`config.mk`:
```
export PLATFORM = sky130hd
export DESIGN_NAME = reset_flags_and_delay_sequencer
export DESIGN_NICKNAME = d
export VERILOG_FILES = /design/src/reset_seq_pkg.sv /design/src/reset_flags_and_delay_sequencer.sv
export VERILOG_INCLUDE_DIRS = /design/src /design/src/src
export SDC_FILE = /design/constraint.sdc
export NUM_CORES = 1
export LEC_CHECK = 0
export ABC_AREA = 0
export BUFFER_PORTS_ARGS = -buffer_cell sky130_fd_sc_hd__buf_2
export CORE_UTILIZATION = 60
export CTS_BUF_LIST = sky130_fd_sc_hd__clkbuf_8
export CTS_CLUSTER_SIZE = 14
export DETAILED_ROUTE_END_ITERATION = 12
export PLACE_DENSITY = 0.93
export SLEW_MARGIN = 25
export SYNTH_ARGS = -nofsm -noshare
export SYNTH_HDL_FRONTEND = slang
export SYNTH_SLANG_ARGS = --single-unit
```
`constraint.sdc`:
```
create_clock -name clk_i -period 5.5 [get_ports clk_i]
set_clock_uncertainty 0.2 [all_clocks]
set_input_delay 0.825 -clock clk_i [delete_from_list [all_inputs] [get_ports clk_i]]
set_output_delay 0.825 -clock clk_i [all_outputs]
set_load 0.01 [all_outputs]
```
`src/reset_seq_defs.svh`:
```
// register offsets, field positions, reset values and timing for the reset sequencer
// assumes a 100 MHz system clock and a 32-bit classic wishbone slave port
// Summary of operation
// hardware sets supply brown-out flag bit 3
// hardware sets supply power-on flag bit 2
// battery por flag set: no battery, first power-up
// battery-return flag bit 0 set on por exit
// supply/battery flags: software clears only
// status bits 15:5 read zero, bit 4 reserved
// trap, illegal, mismatch, pin, soft flags cleared by por
// watchdog flag cleared by watchdog_clear_instr, power-save, por
// power-save sets sleep, idle, deep-sleep flags
// software sets/clears reset flags without reset
// only control and osc regs depend on type
// calibration and nvm regs reset only by por
// release system reset after type delay expires
// osc start-up runs concurrently; run needs clock
// brown-out enable config lets supply drop reset
// por/bor/pin use config osc; wdt/sw keep current
// no clock switching: always config osc select
// por delay is poweron plus startup plus internal
// bor delay is startup plus internal reset
// other resets use internal reset time only
// crystal: 1024-period start-up count, pll adds lock
// two-speed start-up runs fast rc then primary; code does this only on bor and warm resets, fastrc stays 0 after por
// por clears control flags, sets bits 1:0
// hardware set wins over software clear
`ifndef RESET_SEQ_DEFS_SVH
`define RESET_SEQ_DEFS_SVH

`define CTRL_ADDR 4'h0
`define STAT_ADDR 4'h4
`define OSC_ADDR 4'h8
`define CAL_ADDR 4'hc

`define CTRL_TRAP 15
`define CTRL_ILLOP 14
`define CTRL_DSLP 10
`define CTRL_CMIS 9
`define CTRL_FBIAS 8
`define CTRL_PIN 7
`define CTRL_SOFT 6
`define CTRL_WATCHDOG_TIMEOUT_FLAG 4
`define CTRL_SLEEP 3
`define CTRL_IDLE 2
`define CTRL_BOR 1
`define CTRL_POR 0
`define CTRL_WMASK 16'hc7df
`define CTRL_POR_VAL 16'h0003

`define STAT_VBOR 3
`define STAT_VPOR 2
`define STAT_BPOR 1
`define STAT_BRET 0
`define STAT_POR_VAL 16'h000e

`define CW3_BROWNOUT_ENABLE_CFG 12
`define OSC_CUR_HI 14
`define OSC_CUR_LO 12

`define CLK_MHZ 100
`define POWERON_DELAY_NS 10000
`define STARTUP_DELAY_NS 10000
`define INTERNAL_RST_NS 2000
`define OST_PERIODS 1024

`endif

```
`src/reset_seq_pkg.sv`:
```
// types shared by the reset sequencer
// assumes nothing beyond the defs header
package reset_seq_pkg;
  typedef enum logic [1:0] {
    RT_POR = 2'b00,
    RT_BOR = 2'b01,
    RT_WARM = 2'b11
  } rst_type_t;

  typedef enum logic [1:0] {
    ST_RUN = 2'b00,
    ST_HOLD = 2'b01,
    ST_WAIT_CLK = 2'b11
  } seq_state_t;
endpackage

```
`src/reset_flags_and_delay_sequencer.sv`:
```
// reset flag registers, reset release sequencing and clock source choice
// assumes events from supervisors, core and watchdog are one-cycle pulses on clk_i;
// rst_i is the power-on reset of the digital logic itself
`timescale 1ns/1ns
`include "reset_seq_defs.svh"

module reset_flags_and_delay_sequencer #(
  parameter int POR_NS = `POWERON_DELAY_NS,
  parameter int STARTUP_NS = `STARTUP_DELAY_NS,
  parameter int IRST_NS = `INTERNAL_RST_NS,
  parameter int OST_COUNT = `OST_PERIODS,
  parameter int LOCK_CYC = 64
) (
  // clock and power-on reset
  input wire logic clk_i,
  input wire logic rst_i,
  // wishbone slave
  input wire logic cyc_i,
  input wire logic stb_i,
  input wire logic we_i,
  input wire logic [3:0] adr_i,
  input wire logic [3:0] sel_i,
  input wire logic [31:0] dat_i,
  output logic [31:0] dat_o,
  output logic ack_o,
  // supervisor and core events
  input wire logic supply_drop_i,
  input wire logic battery_ok_i,
  input wire logic pin_reset_i,
  input wire logic soft_reset_i,
  input wire logic wdt_timeout_i,
  input wire logic trap_conflict_i,
  input wire logic illegal_op_i,
  input wire logic config_mismatch_i,
  input wire logic watchdog_clear_instr_i,
  input wire logic power_save_instr_i,
  input wire logic power_save_operand_i,
  input wire logic deep_sleep_enable_i,
  // configuration words and clock status
  input wire logic [15:0] config_word_two_i,
  input wire logic [15:0] config_word_three_i,
  input wire logic clock_switch_en_i,
  input wire logic two_speed_en_i,
  input wire logic osc_tick_i,
  // outputs
  output logic system_reset_out_o,
  output logic clock_valid_o,
  output logic use_fast_rc_o,
  output logic [2:0] osc_select_o
);
  import reset_seq_pkg::*;

  localparam int NS_PER_CYC = 1000 / `CLK_MHZ;
  localparam int POR_CYC = (POR_NS + NS_PER_CYC - 1) / NS_PER_CYC;
  localparam int STUP_CYC = (STARTUP_NS + NS_PER_CYC - 1) / NS_PER_CYC;
  localparam int IRST_CYC = (IRST_NS + NS_PER_CYC - 1) / NS_PER_CYC;
  localparam int OST_W = $clog2(OST_COUNT + 1);

  typedef struct packed {
    logic [15:0] ctrl;
    logic [3:0] stat;
    logic [15:0] cal;
    logic [15:0] nvm;
    logic [2:0] cur_osc;
    logic [15:0] dly;
    logic [OST_W-1:0] osc_startup_timer;
    logic [15:0] lock;
    seq_state_t st;
    logic system_reset_out;
    logic clkok;
    logic fastrc;
    logic ack;
    logic [31:0] rdat;
  } state_t;

  state_t s_r, s_nxt;

  function automatic logic [15:0] cyc16(input int n);
    cyc16 = 16'(n < 1 ? 1 : n);
  endfunction

  function automatic logic osc_is_crystal(input logic [2:0] o);
    osc_is_crystal = (o == 3'h2) || (o == 3'h3) || (o == 3'h4);
  endfunction

  logic bor_evt, warm_evt, wr, rd, bus_go;
  logic first_r;
  logic [15:0] wmask, wval;
  logic [2:0] new_osc;

  always_comb
  begin
    s_nxt = s_r;
    bus_go = cyc_i && stb_i && !s_r.ack;
    // a write lands on the edge that sees ack high, not on the taking edge
    wr = cyc_i && stb_i && we_i && s_r.ack;
    rd = bus_go && !we_i;
    wmask = {{8{sel_i[1]}}, {8{sel_i[0]}}};
    wval = dat_i[15:0];
    // brown-out only counts while enabled by config word three
    bor_evt = supply_drop_i && config_word_three_i[`CW3_BROWNOUT_ENABLE_CFG];
    warm_evt = pin_reset_i || soft_reset_i || wdt_timeout_i || trap_conflict_i
      || illegal_op_i || config_mismatch_i;
    new_osc = s_r.cur_osc;
    // pin, brown-out, or any reset without clock switching restart from config; wdt and soft otherwise keep current
    if (!clock_switch_en_i || bor_evt || pin_reset_i) // see
    begin
      new_osc = config_word_two_i[10:8];
    end
    s_nxt.ack = bus_go;
    s_nxt.rdat = 32'h0;
    // software writes first so that hardware events below take precedence
    if (wr && adr_i == `CTRL_ADDR)
    begin
      s_nxt.ctrl = (s_r.ctrl & ~(wmask & `CTRL_WMASK)) | (wval & wmask & `CTRL_WMASK);
    end
    else if (wr && adr_i == `STAT_ADDR)
    begin
      s_nxt.stat = s_r.stat & ~(~wval[3:0] & wmask[3:0]);
    end
    else if (wr && adr_i == `OSC_ADDR)
    begin
      s_nxt.nvm = (s_r.nvm & ~wmask) | (wval & wmask);
    end
    else if (wr && adr_i == `CAL_ADDR)
    begin
      s_nxt.cal = (s_r.cal & ~wmask) | (wval & wmask);
    end
    if (rd && adr_i == `CTRL_ADDR)
    begin
      s_nxt.rdat = {16'h0, s_r.ctrl};
    end
    else if (rd && adr_i == `STAT_ADDR)
    begin
      s_nxt.rdat = {28'h0, s_r.stat};
    end
    else if (rd && adr_i == `OSC_ADDR)
    begin
      s_nxt.rdat = {s_r.nvm, 1'b0, s_r.cur_osc, 12'h0};
    end
    else if (rd && adr_i == `CAL_ADDR)
    begin
      s_nxt.rdat = {16'h0, s_r.cal};
    end
    // hardware set and clear events, after software so hardware wins
    if (trap_conflict_i) s_nxt.ctrl[`CTRL_TRAP] = 1'b1; // see
    if (illegal_op_i) s_nxt.ctrl[`CTRL_ILLOP] = 1'b1;
    if (config_mismatch_i) s_nxt.ctrl[`CTRL_CMIS] = 1'b1;
    if (pin_reset_i) s_nxt.ctrl[`CTRL_PIN] = 1'b1;
    if (soft_reset_i) s_nxt.ctrl[`CTRL_SOFT] = 1'b1;
    if (watchdog_clear_instr_i || power_save_instr_i)
    begin
      s_nxt.ctrl[`CTRL_WATCHDOG_TIMEOUT_FLAG] = 1'b0;
    end
    if (wdt_timeout_i) s_nxt.ctrl[`CTRL_WATCHDOG_TIMEOUT_FLAG] = 1'b1;
    if (power_save_instr_i && !power_save_operand_i)
    begin
      s_nxt.ctrl[`CTRL_SLEEP] = 1'b1;
      if (deep_sleep_enable_i) s_nxt.ctrl[`CTRL_DSLP] = 1'b1;
    end
    if (power_save_instr_i && power_save_operand_i) s_nxt.ctrl[`CTRL_IDLE] = 1'b1;
    if (!battery_ok_i) s_nxt.stat[`STAT_BPOR] = 1'b1;
    if (first_r && battery_ok_i) s_nxt.stat[`STAT_BRET] = 1'b1;
    if (bor_evt) // see
    begin
      s_nxt.ctrl[`CTRL_BOR] = 1'b1;
      s_nxt.stat[`STAT_VBOR] = 1'b1;
      s_nxt.dly = cyc16(STUP_CYC + IRST_CYC);
    end
    else if (warm_evt)
    begin
      s_nxt.dly = cyc16(IRST_CYC);
    end
    // sequencer: system reset and clock start-up run side by side
    if (bor_evt || warm_evt)
    begin
      s_nxt.st = ST_HOLD;
      s_nxt.system_reset_out = 1'b1;
      s_nxt.clkok = 1'b0;
      s_nxt.cur_osc = new_osc;
      s_nxt.osc_startup_timer = osc_is_crystal(new_osc) ? OST_W'(OST_COUNT) : '0;
      s_nxt.lock = (new_osc == 3'h1 || new_osc == 3'h3) ? cyc16(LOCK_CYC) : 16'h0;
      s_nxt.fastrc = two_speed_en_i;
    end
    else
    begin
      // oscillator timers count concurrently with the reset delay
      if (s_r.osc_startup_timer != '0 && osc_tick_i) s_nxt.osc_startup_timer = s_r.osc_startup_timer - 1'b1; // see
      if (s_r.osc_startup_timer == '0 && s_r.lock != 16'h0) s_nxt.lock = s_r.lock - 16'h1;
      case (s_r.st)
        ST_HOLD:
        begin
          if (s_r.dly <= 16'h1)
          begin
            s_nxt.system_reset_out = 1'b0;
            s_nxt.st = ST_WAIT_CLK;
          end
          else
          begin
            s_nxt.dly = s_r.dly - 16'h1;
          end
        end
        ST_WAIT_CLK:
        begin
          // two-speed: fast rc already good, so core runs while primary starts
          if (s_r.osc_startup_timer == '0 && s_r.lock == 16'h0) // see
          begin
            s_nxt.clkok = 1'b1;
            s_nxt.fastrc = 1'b0;
            s_nxt.st = ST_RUN;
          end
          else if (s_r.fastrc)
          begin
            s_nxt.clkok = 1'b1;
          end
        end
        default:
        begin
          s_nxt.st = ST_RUN;
        end
      endcase
    end
  end

  always_ff @(posedge clk_i)
  begin
    if (rst_i)
    begin
      // power-on: flags to por values, cal and nvm only cleared here
      s_r <= '0;
      s_r.ctrl <= `CTRL_POR_VAL;
      s_r.stat <= 4'((`STAT_POR_VAL)); // see
      s_r.dly <= cyc16(POR_CYC + STUP_CYC + IRST_CYC);
      s_r.cur_osc <= config_word_two_i[10:8];
      s_r.osc_startup_timer <= osc_is_crystal(config_word_two_i[10:8]) ? OST_W'(OST_COUNT) : '0;
      s_r.lock <= (config_word_two_i[10:8] == 3'h1 || config_word_two_i[10:8] == 3'h3) ?
        cyc16(LOCK_CYC) : 16'h0;
      s_r.st <= ST_HOLD;
      s_r.system_reset_out <= 1'b1;
    end
    else
    begin
      s_r <= s_nxt;
    end
  end

  // battery-return flag, caught on the first edge after power-on reset
  always_ff @(posedge clk_i)
  begin
    first_r <= rst_i;
  end

  always_ff @(posedge clk_i)
  begin
    if (rst_i)
    begin
      dat_o <= 32'h0;
      ack_o <= 1'b0;
      system_reset_out_o <= 1'b1;
      clock_valid_o <= 1'b0;
      use_fast_rc_o <= 1'b0;
      osc_select_o <= 3'h0;
    end
    else
    begin
      dat_o <= s_nxt.rdat;
      ack_o <= s_nxt.ack;
      system_reset_out_o <= s_nxt.system_reset_out;
      clock_valid_o <= s_nxt.clkok;
      use_fast_rc_o <= s_nxt.fastrc;
      osc_select_o <= s_nxt.cur_osc;
    end
  end
endmodule

```
# Word level (Yosys, flattened, before mapping)
# Cells that the tools add are included.
[classes] n_eq_ne=16 mux=46 bitwise=17 n_reduce_logical=63 n_addsub=3 magnitude_cmp=1
[ops] op="$mux W16" n=11
[ops] op="$mux W32" n=5
[ops] op="$mux W84" n=1
[ops] op="$and A16 B16 Y16" n=4
[ops] op="$or A16 B16 Y16" n=3
[ops] op="$mux W11" n=3
[ops] op="$mux W33" n=1
[ops] op="$not A16 Y16" n=2
[ops] op="$sub A16 B1 Y16 const B" n=2
[ops] op="$logic_and A1 B1 Y1" n=20
[ops] op="$mux W1" n=17
[ops] op="$le A16 B1 Y1 const B" n=1
[ops] op="$logic_not A16 Y1" n=1
[ops] op="$reduce_bool A16 Y1" n=1
[ops] op="$reduce_bool A2 Y1" n=8
[ops] op="$logic_or A1 B1 Y1" n=15
[ops] op="$mux W7" n=2
[ops] op="$eq A3 B2 Y1 const B" n=4
[ops] op="$logic_not A11 Y1" n=1
[ops] op="$reduce_bool A11 Y1" n=1
[ops] op="$sub A11 B1 Y11 const B" n=1
[ops] op="$mux W3" n=3
[ops] op="$reduce_bool A3 Y1" n=3
[ops] op="$and A4 B4 Y4" n=2
[ops] op="18 further kinds" n=34
[word_totals] inputBits=92 reg_bits=140 out_inout_bits=39 word_cells=175

# Logic depth before layout (Yosys ltp)
# Gate-level depths: netlist (run 1).
[depth] ltp_word=11 depth_mapped=8

# Worst setup path after synthesis (run 1)
# Ideal clock, no wire load.
[synth_path] path_kind="input to register" startpoint="in adr_i[2]" endpoint="reg s_r[124] (netlist name)" path_stages=7 arrival_ps=2311 setup_slack_ps=2875 n_path_buf=2 required_time_ps=5185 cell_sequence="buf_2 -> nor4_4 -> or3b_1 -> clkbuf_1 -> mux2i_1 -> nor3_1 -> o21a_1"
[synth_between] elab_chain_len=3
[synth_rtl] element="start: declaration" line_no="reset_flags_and_delay_sequencer.sv:21" source="input wire logic [3:0] adr_i,"
[synth_rtl] element="$logic_not A4 Y1 (no line)"
[synth_rtl] element="$logic_and A1 B1 Y1 (no line)"
[synth_rtl] element="$reduce_bool A3 Y1 (no line)"
[synth_rtl] element="end signal: assignment" line_no="reset_flags_and_delay_sequencer.sv:243" source="s_r <= s_nxt;"
[synth_rtl] element="end: declaration" line_no="reset_flags_and_delay_sequencer.sv:76" source="state_t s_r, s_nxt;"
# No other way between the ends.
# A chain may end at the register's enable or synchronous reset.

# Worst setup path after layout (run 1)
[layout_path] startpoint="in illegal_op_i" endpoint="reg s_r[40] (netlist name), enable pin"
[layout_between] elab_chain_len=4
[layout_rtl] element="start: declaration" line_no="reset_flags_and_delay_sequencer.sv:33" source="input wire logic illegal_op_i,"
[layout_rtl] element="$logic_or A1 B1 Y1 (2 in series)" line_no="reset_flags_and_delay_sequencer.sv:103" source="|| illegal_op_i || config_mismatch_i;"
[layout_rtl] element="$logic_or A1 B1 Y1" line_no="reset_flags_and_delay_sequencer.sv:175" source="if (bor_evt || warm_evt)"
[layout_rtl] element="$reduce_bool A3 Y1 (no line)"
# No other way between the ends.

==> out/results.ini, run 1 <==
[status]
status = complete, no violations

[detailed_routing]
wl_per_cell_um = 16.9
drt-pass1-iter-count = 6
vias_per_cell = 6.02
drc = 0
dr_total_vias = 4934
wl_um = 13800
drtAntennaViolNets = 0
drt_iter0_markers = 548

[floorplanning]
die_area_um2 = 9890
core_area_um2 = 9240
rows = 35
die_y_um = 99.4
ios = 131
die_w_um = 99.4
initial_utilization_pct = 61.7

[worst_setup_path]
cp.arrival_ns = 2.85
cp.required_ns = 5.32
critPathMaxFanout = 16
criticalPathCategory = in -> reg
cp-start-kind = input port
cp_slowest_cell = nor2_1
crit_family = simple AND/OR/NAND/NOR gates
path_buf_inv = 1
cp.depth = 5
cp-end-kind = flop
cp_slowest_stage_delay_ns = 0.55
path_cells = buf_2, nor2_1, nand4_1, nor2_1, nand2_1
path_common_cell = nor2_1
rr_worst_depth = 4

[place]
detailed_place.area_um2 = 6210
port_buffers = 84
place_hpwl_um = 9240
pre_cts_slack_ns = 2.12
gp_congestion = 0.863

[clocking]
postCtsSetupBuffers = 0
cts_hold_buf = 0
cts_root_buffer = clkbuf_8
ctsResizeCount = 0
cts_buffer_depth = 2
htreeDepth = 4
clock_sinks = 136
clkLatencyLatePin_ns = 0.44
clkTransAtPathRegs_ns = 0.08
cts_tree = done
cts_buffers = 17

[synth]
syn_nets = 693
synth_edf_count = 27
ys.warnings.count = 0
synthesis.area_um2 = 5700
synthCells = 595
yosysSeqAreaShare_pct = 52.5
ys_types = 50
synth_ff_type = dfxtp_1
avgSynthCellArea_um2 = 9.57
synth_seq_cells = 136
async_flop_share_pct = 0

[timing]
fin_tns_setup_ns = 0
setup_viol = 0
hold_violations = 0
rsz0062_at_grt = no
period_minus_slack_ns = 3.02
maxSlewViolCount = 0
fmax_ghz = 0.331
tightest_slew_ns = 0.948
fin_crit_sh_pct = 54.9
slew_headroom_pct = 36.6
setup_slack_ns = 2.48

[final_layout]
drive_above_1_share_pct = 18.7
stdcell_area_um2 = 6590
syn_to_final_growth_pct = 15.6
num_antenna_cells = 0
fin_nets = 776

[global_route]
antenna_found_initial = 0
use_met3_pct = 5.55
top_usage_layer = met2
grt_pass1_wl_um = 22600
first_global_vias = 4830
grt_max_degree = 64
grt_util_all_layers_pct = 29.3
grt_use_met1_pct = 34.0
grtUsageMet2_pct = 51.0
grt_overflow = 0

[power]
p_leak_nw = 2.91
peakVddDrop_mv = 0.197
powerDensity_nw_per_um2 = 296

[run]
drv_cap = 0

[worst_hold_path]
min_path_type = reg -> reg
hold_depth = 1

## final timing paths
check                     startpoint                  to  slack [ns]
setup reg to reg             s_r[59]             s_r[40]        2.54
setup / recovery        illegal_op_i             s_r[40]        2.48
hold / removal    system_reset_out_o  system_reset_out_o        0.25
hold reg to reg   system_reset_out_o  system_reset_out_o        0.25
## cell families after synthesis
kind of cell	Yosys count	share of synthesized area, %
simple gates	262	23.8
buf+inv	41	2.75
fa+ha+maj	6	1.32
flops	136	52.5
mux	32	5.64
xor+xnor	31	4.77
compound gates	87	9.22
## Yosys cell counts (3+ instances only)
cell | instances | area (um^2)
or3_1 | 8 | 50.1
xnor2_1 | 24 | 210
nor3_1 | 25 | 125
clkbuf_1 | 19 | 71.3
ha_1 | 6 | 75.1
nand3_1 | 31 | 155
nor2_1 | 78 | 293
inv_1 | 17 | 63.8
or4_1 | 6 | 45.0
nand4_1 | 8 | 50.1
nor3b_1 | 3 | 22.5
a21oi_1 | 44 | 220
edfxtp_1 | 27 | 811
nand2_1 | 46 | 173
o211ai_1 | 3 | 22.5
nor4_4 | 3 | 63.8
nor4_1 | 8 | 50.1
dfxtp_1 | 109 | 2180
and2_1 | 21 | 131
nand2b_1 | 10 | 62.6
mux2i_1 | 31 | 310
xor2_1 | 7 | 61.3
o21ai_0 | 7 | 35.0
a22oi_1 | 13 | 97.6
a211oi_1 | 3 | 22.5
## final cells by class
cell class,instances,area (um^2)
Clock buffer,18,248
Clock inverter,14,128
Fill cell,624,2650
Inverter,18,67.6
Multi-Input combinational cell,418,2550
Sequential cell,136,2990
Tap cell,129,161
Timing Repair Buffer,87,443
## power breakdown
| group | total, W | internal [W] | switching [W] |
|---|---|---|---|
| registers | 0.00104 | 0.00103 | 0.0000142 |
| logic | 0.000127 | 0.0000501 | 0.0000770 |
| clock network | 0.000779 | 0.000344 | 0.000435 |
## cell usage in the layout, fill, tap and decap left out, types with 10 or more instances in the layout
cell type and instances:
mux2i_1 31, dfxtp_1 109, buf_2 84, edfxtp_1 27
nand3_1 31, clkbuf_8 18, inv_1 17, a21oi_1 44
and2_1 21, nand2_1 46, a22oi_1 13, nor3_1 25
xnor2_1 24, nand2b_1 10, nor2_1 78
## per-stage QoR
| step | hold slack, ns | power [W] | utilization [%] | instances |
|---|---|---|---|---|
| 2_1_floorplan | 0.224 | 0.00114 | - | 595 |
| 6_report | 0.250 | 0.00195 | 71.3 | 820 |
| 4_1_cts | 0.253 | 0.00195 | 71.3 | 820 |
| 3_3_place_gp | 0.232 | 0.00118 | 67.2 | 788 |
| 3_5_place_dp | 0.234 | 0.00118 | 67.2 | 788 |
| 5_1_grt | 0.276 | 0.00201 | 71.3 | 820 |
## layer usage
layer / wire, um / vias up
li1: - / 2267
met1: 5220 / 2326
met2: 7000 / 267
met3: 1020 / 74
met4: 603 / 0
met5: 0 / -
No activity file was read; power rests on OpenSTA's default activity.
==> run 2: changes to the inputs <==
--- a/config.mk
+++ b/config.mk
@@ -8,11 +8,11 @@
 export LEC_CHECK = 0
 export ABC_AREA = 0
 export BUFFER_PORTS_ARGS = -buffer_cell sky130_fd_sc_hd__buf_2
-export CORE_UTILIZATION = 60
+export CORE_UTILIZATION = 50
 export CTS_BUF_LIST = sky130_fd_sc_hd__clkbuf_8
 export CTS_CLUSTER_SIZE = 14
 export DETAILED_ROUTE_END_ITERATION = 12
-export PLACE_DENSITY = 0.93
+export PLACE_DENSITY = 0.83
 export SLEW_MARGIN = 25
 export SYNTH_ARGS = -nofsm -noshare
 export SYNTH_HDL_FRONTEND = slang
==> constraint.sdc (replaced) <==
create_clock -name clk_i -period 2.7 [get_ports clk_i]
set_clock_uncertainty 0.2 [all_clocks]
set_input_delay 0.405 -clock clk_i [delete_from_list [all_inputs] [get_ports clk_i]]
set_output_delay 0.405 -clock clk_i [all_outputs]
set_load 0.01 [all_outputs]
==> run 2 against run 1 <==
- final cell count increased by 3.3%
- hold slack worse by 0.23 ns
- die area rose by 20%
- register-to-register slack got worse by 2.4 ns
- wire length shrank 5.9%
- largest cell class unchanged
- sequential power increased by 100%
- clock power up 120%
- via count fell by 4.1%
==> out/results.ini, run 2 (synthesized netlist as in run 1, its figures left out) <==
[clocking]
clkLatencyLatePin_ns = 0.44
htreeDepth = 4
cts_root_buffer = clkbuf_8
postCtsSetupBuffers = 0
clock_sinks = 136
cts_buffers = 17
cts_tree = done
cts_buffer_depth = 2
clkTransAtPathRegs_ns = 0.08
ctsResizeCount = 0

[global_route]
grt_util_all_layers_pct = 23.4
first_global_vias = 4618
grt_max_degree = 63
grt_overflow = 0
antenna_found_initial = 0
grt_pass1_wl_um = 21300

[final_layout]
regArea_um2 = 2990
num_antenna_cells = 0
mostFrequentLayoutCells = 109 x dfxtp_1, 84 x buf_2, 78 x nor2_1
fin_nets = 792
nFillCells = 854
layout_commonest_cell = dfxtp_1
drive_above_1_share_pct = 19.9
syn_to_final_growth_pct = 19.1
multi_input_area_um2 = 2550

[detailed_routing]
drt-pass1-iter-count = 5
drt_iter0_markers = 310
wl_per_cell_um = 15.4
dr_total_vias = 4733
vias_per_cell = 5.59
wl_um = 13000
drtAntennaViolNets = 0
drc = 0

[worst_setup_path]
cp.arrival_ns = 2.47
cp.required_ns = 2.60
criticalPathCategory = reg -> reg
cp-start-kind = flop
cp_slowest_cell = or4_1
cp_slowest_stage_delay_ns = 0.61
path_cells = or4_1, or4_1, nand2_1, nand2_1
cp-end-kind = flop
critPathMaxFanout = 11

[timing]
fin_crit_sh_pct = 95.5
fmax_ghz = 0.388
rsz0062_at_grt = no
fin_tns_setup_ns = 0
hold_violations = 0
period_minus_slack_ns = 2.58
maxSlewViolCount = 0
slew_headroom_pct = 57.5
hold_ws_ns = 0.0229
setup_viol = 0
setup_slack_ns = 0.121
tightest_slew_ns = 0.631

[floorplanning]
core_area_um2 = 11000
initial_utilization_pct = 51.9
die_y_um = 109
die_w_um = 109
die_area_um2 = 11800
ios = 131
rows = 38

[place]
pre_cts_slack_ns = 0.183
place_hpwl_um = 9370
gp_congestion = 0.866
port_buffers = 84

[power]
p_leak_nw = 3.02
powerDensity_nw_per_um2 = 602
peakVddDrop_mv = 0.359

[run]
drv_cap = 0

[status]
status = complete, no violations

[worst_hold_path]
min_path_type = in -> reg

==> run 2: cell types whose count changed in the layout (fill, tap and decap cells not counted), moves of 2 or more <==
cell and delta:
buf_4 +11, bufinv_16 +2, clkinv_4 +4, dlygate4sd3_1 +4, inv_6 -5
==> run 2: layer usage <==
metal,GRT usage (%),up-vias,part of all wire [%]
met5,0,-,0
met4,8.20,0,1.6
met3,6.40,17,6.5
met2,38.8,160,49
met1,29.3,2263,43
li1,-,2293,-
==> run 2: per-stage QoR <==
stage / power [W] / instances / util (%) / instance area [um^2]
floorplan: 0.00232 / 595 / - / 5700
detailed placement: 0.00241 / 811 / 57.6 / 6330
CTS: 0.00410 / 845 / 61.6 / 6760
global route: 0.00424 / 847 / 61.8 / 6780
finish: 0.00409 / 847 / 61.8 / 6780
global placement: 0.00241 / 811 / 57.6 / 6330
==> run 2: power breakdown <==
part           total, W  internal, W  switching, W
sequential      0.00212      0.00209     0.0000280
combinational  0.000256     0.000108      0.000148
clock           0.00171     0.000871      0.000837
==> run 2: cell type report <==
| cell class | count | area share, % |
|---|---|---|
| flip-flops and latches | 136 | 44.1 |
| multi-input cells | 418 | 37.6 |
| repair buffers | 103 | 8.63 |
| clock buffers | 18 | 3.65 |
| well taps | 140 | 2.58 |
| clock inverters | 14 | 2.45 |
| inverters | 18 | 0.996 |
==> run 2: timing repair <==
action / CTS / global route
setup endpoints to repair: 0 / 0
hold endpoints to repair: 2 / 2
hold buffers: 2 / 2
==> run 2: path summary, 6_finish.rpt <==
kind | slack, ns | startpoint | cells past startpoint | end
min reg2reg | 0.25 | clock_valid_o | 2 | clock_valid_o
max reg2reg | 0.12 | s_r[60] | 4 | s_r[61]
max | 0.12 | s_r[60] | 4 | s_r[61]
min | 0.02 | two_speed_en_i | 3 | flop
==> run 2: critical path, delay by kind of cell, from the launching register on <==
family | cells | cell delay (ns)
simple gates | 4 | 1.60
flops | 1 | 0.44
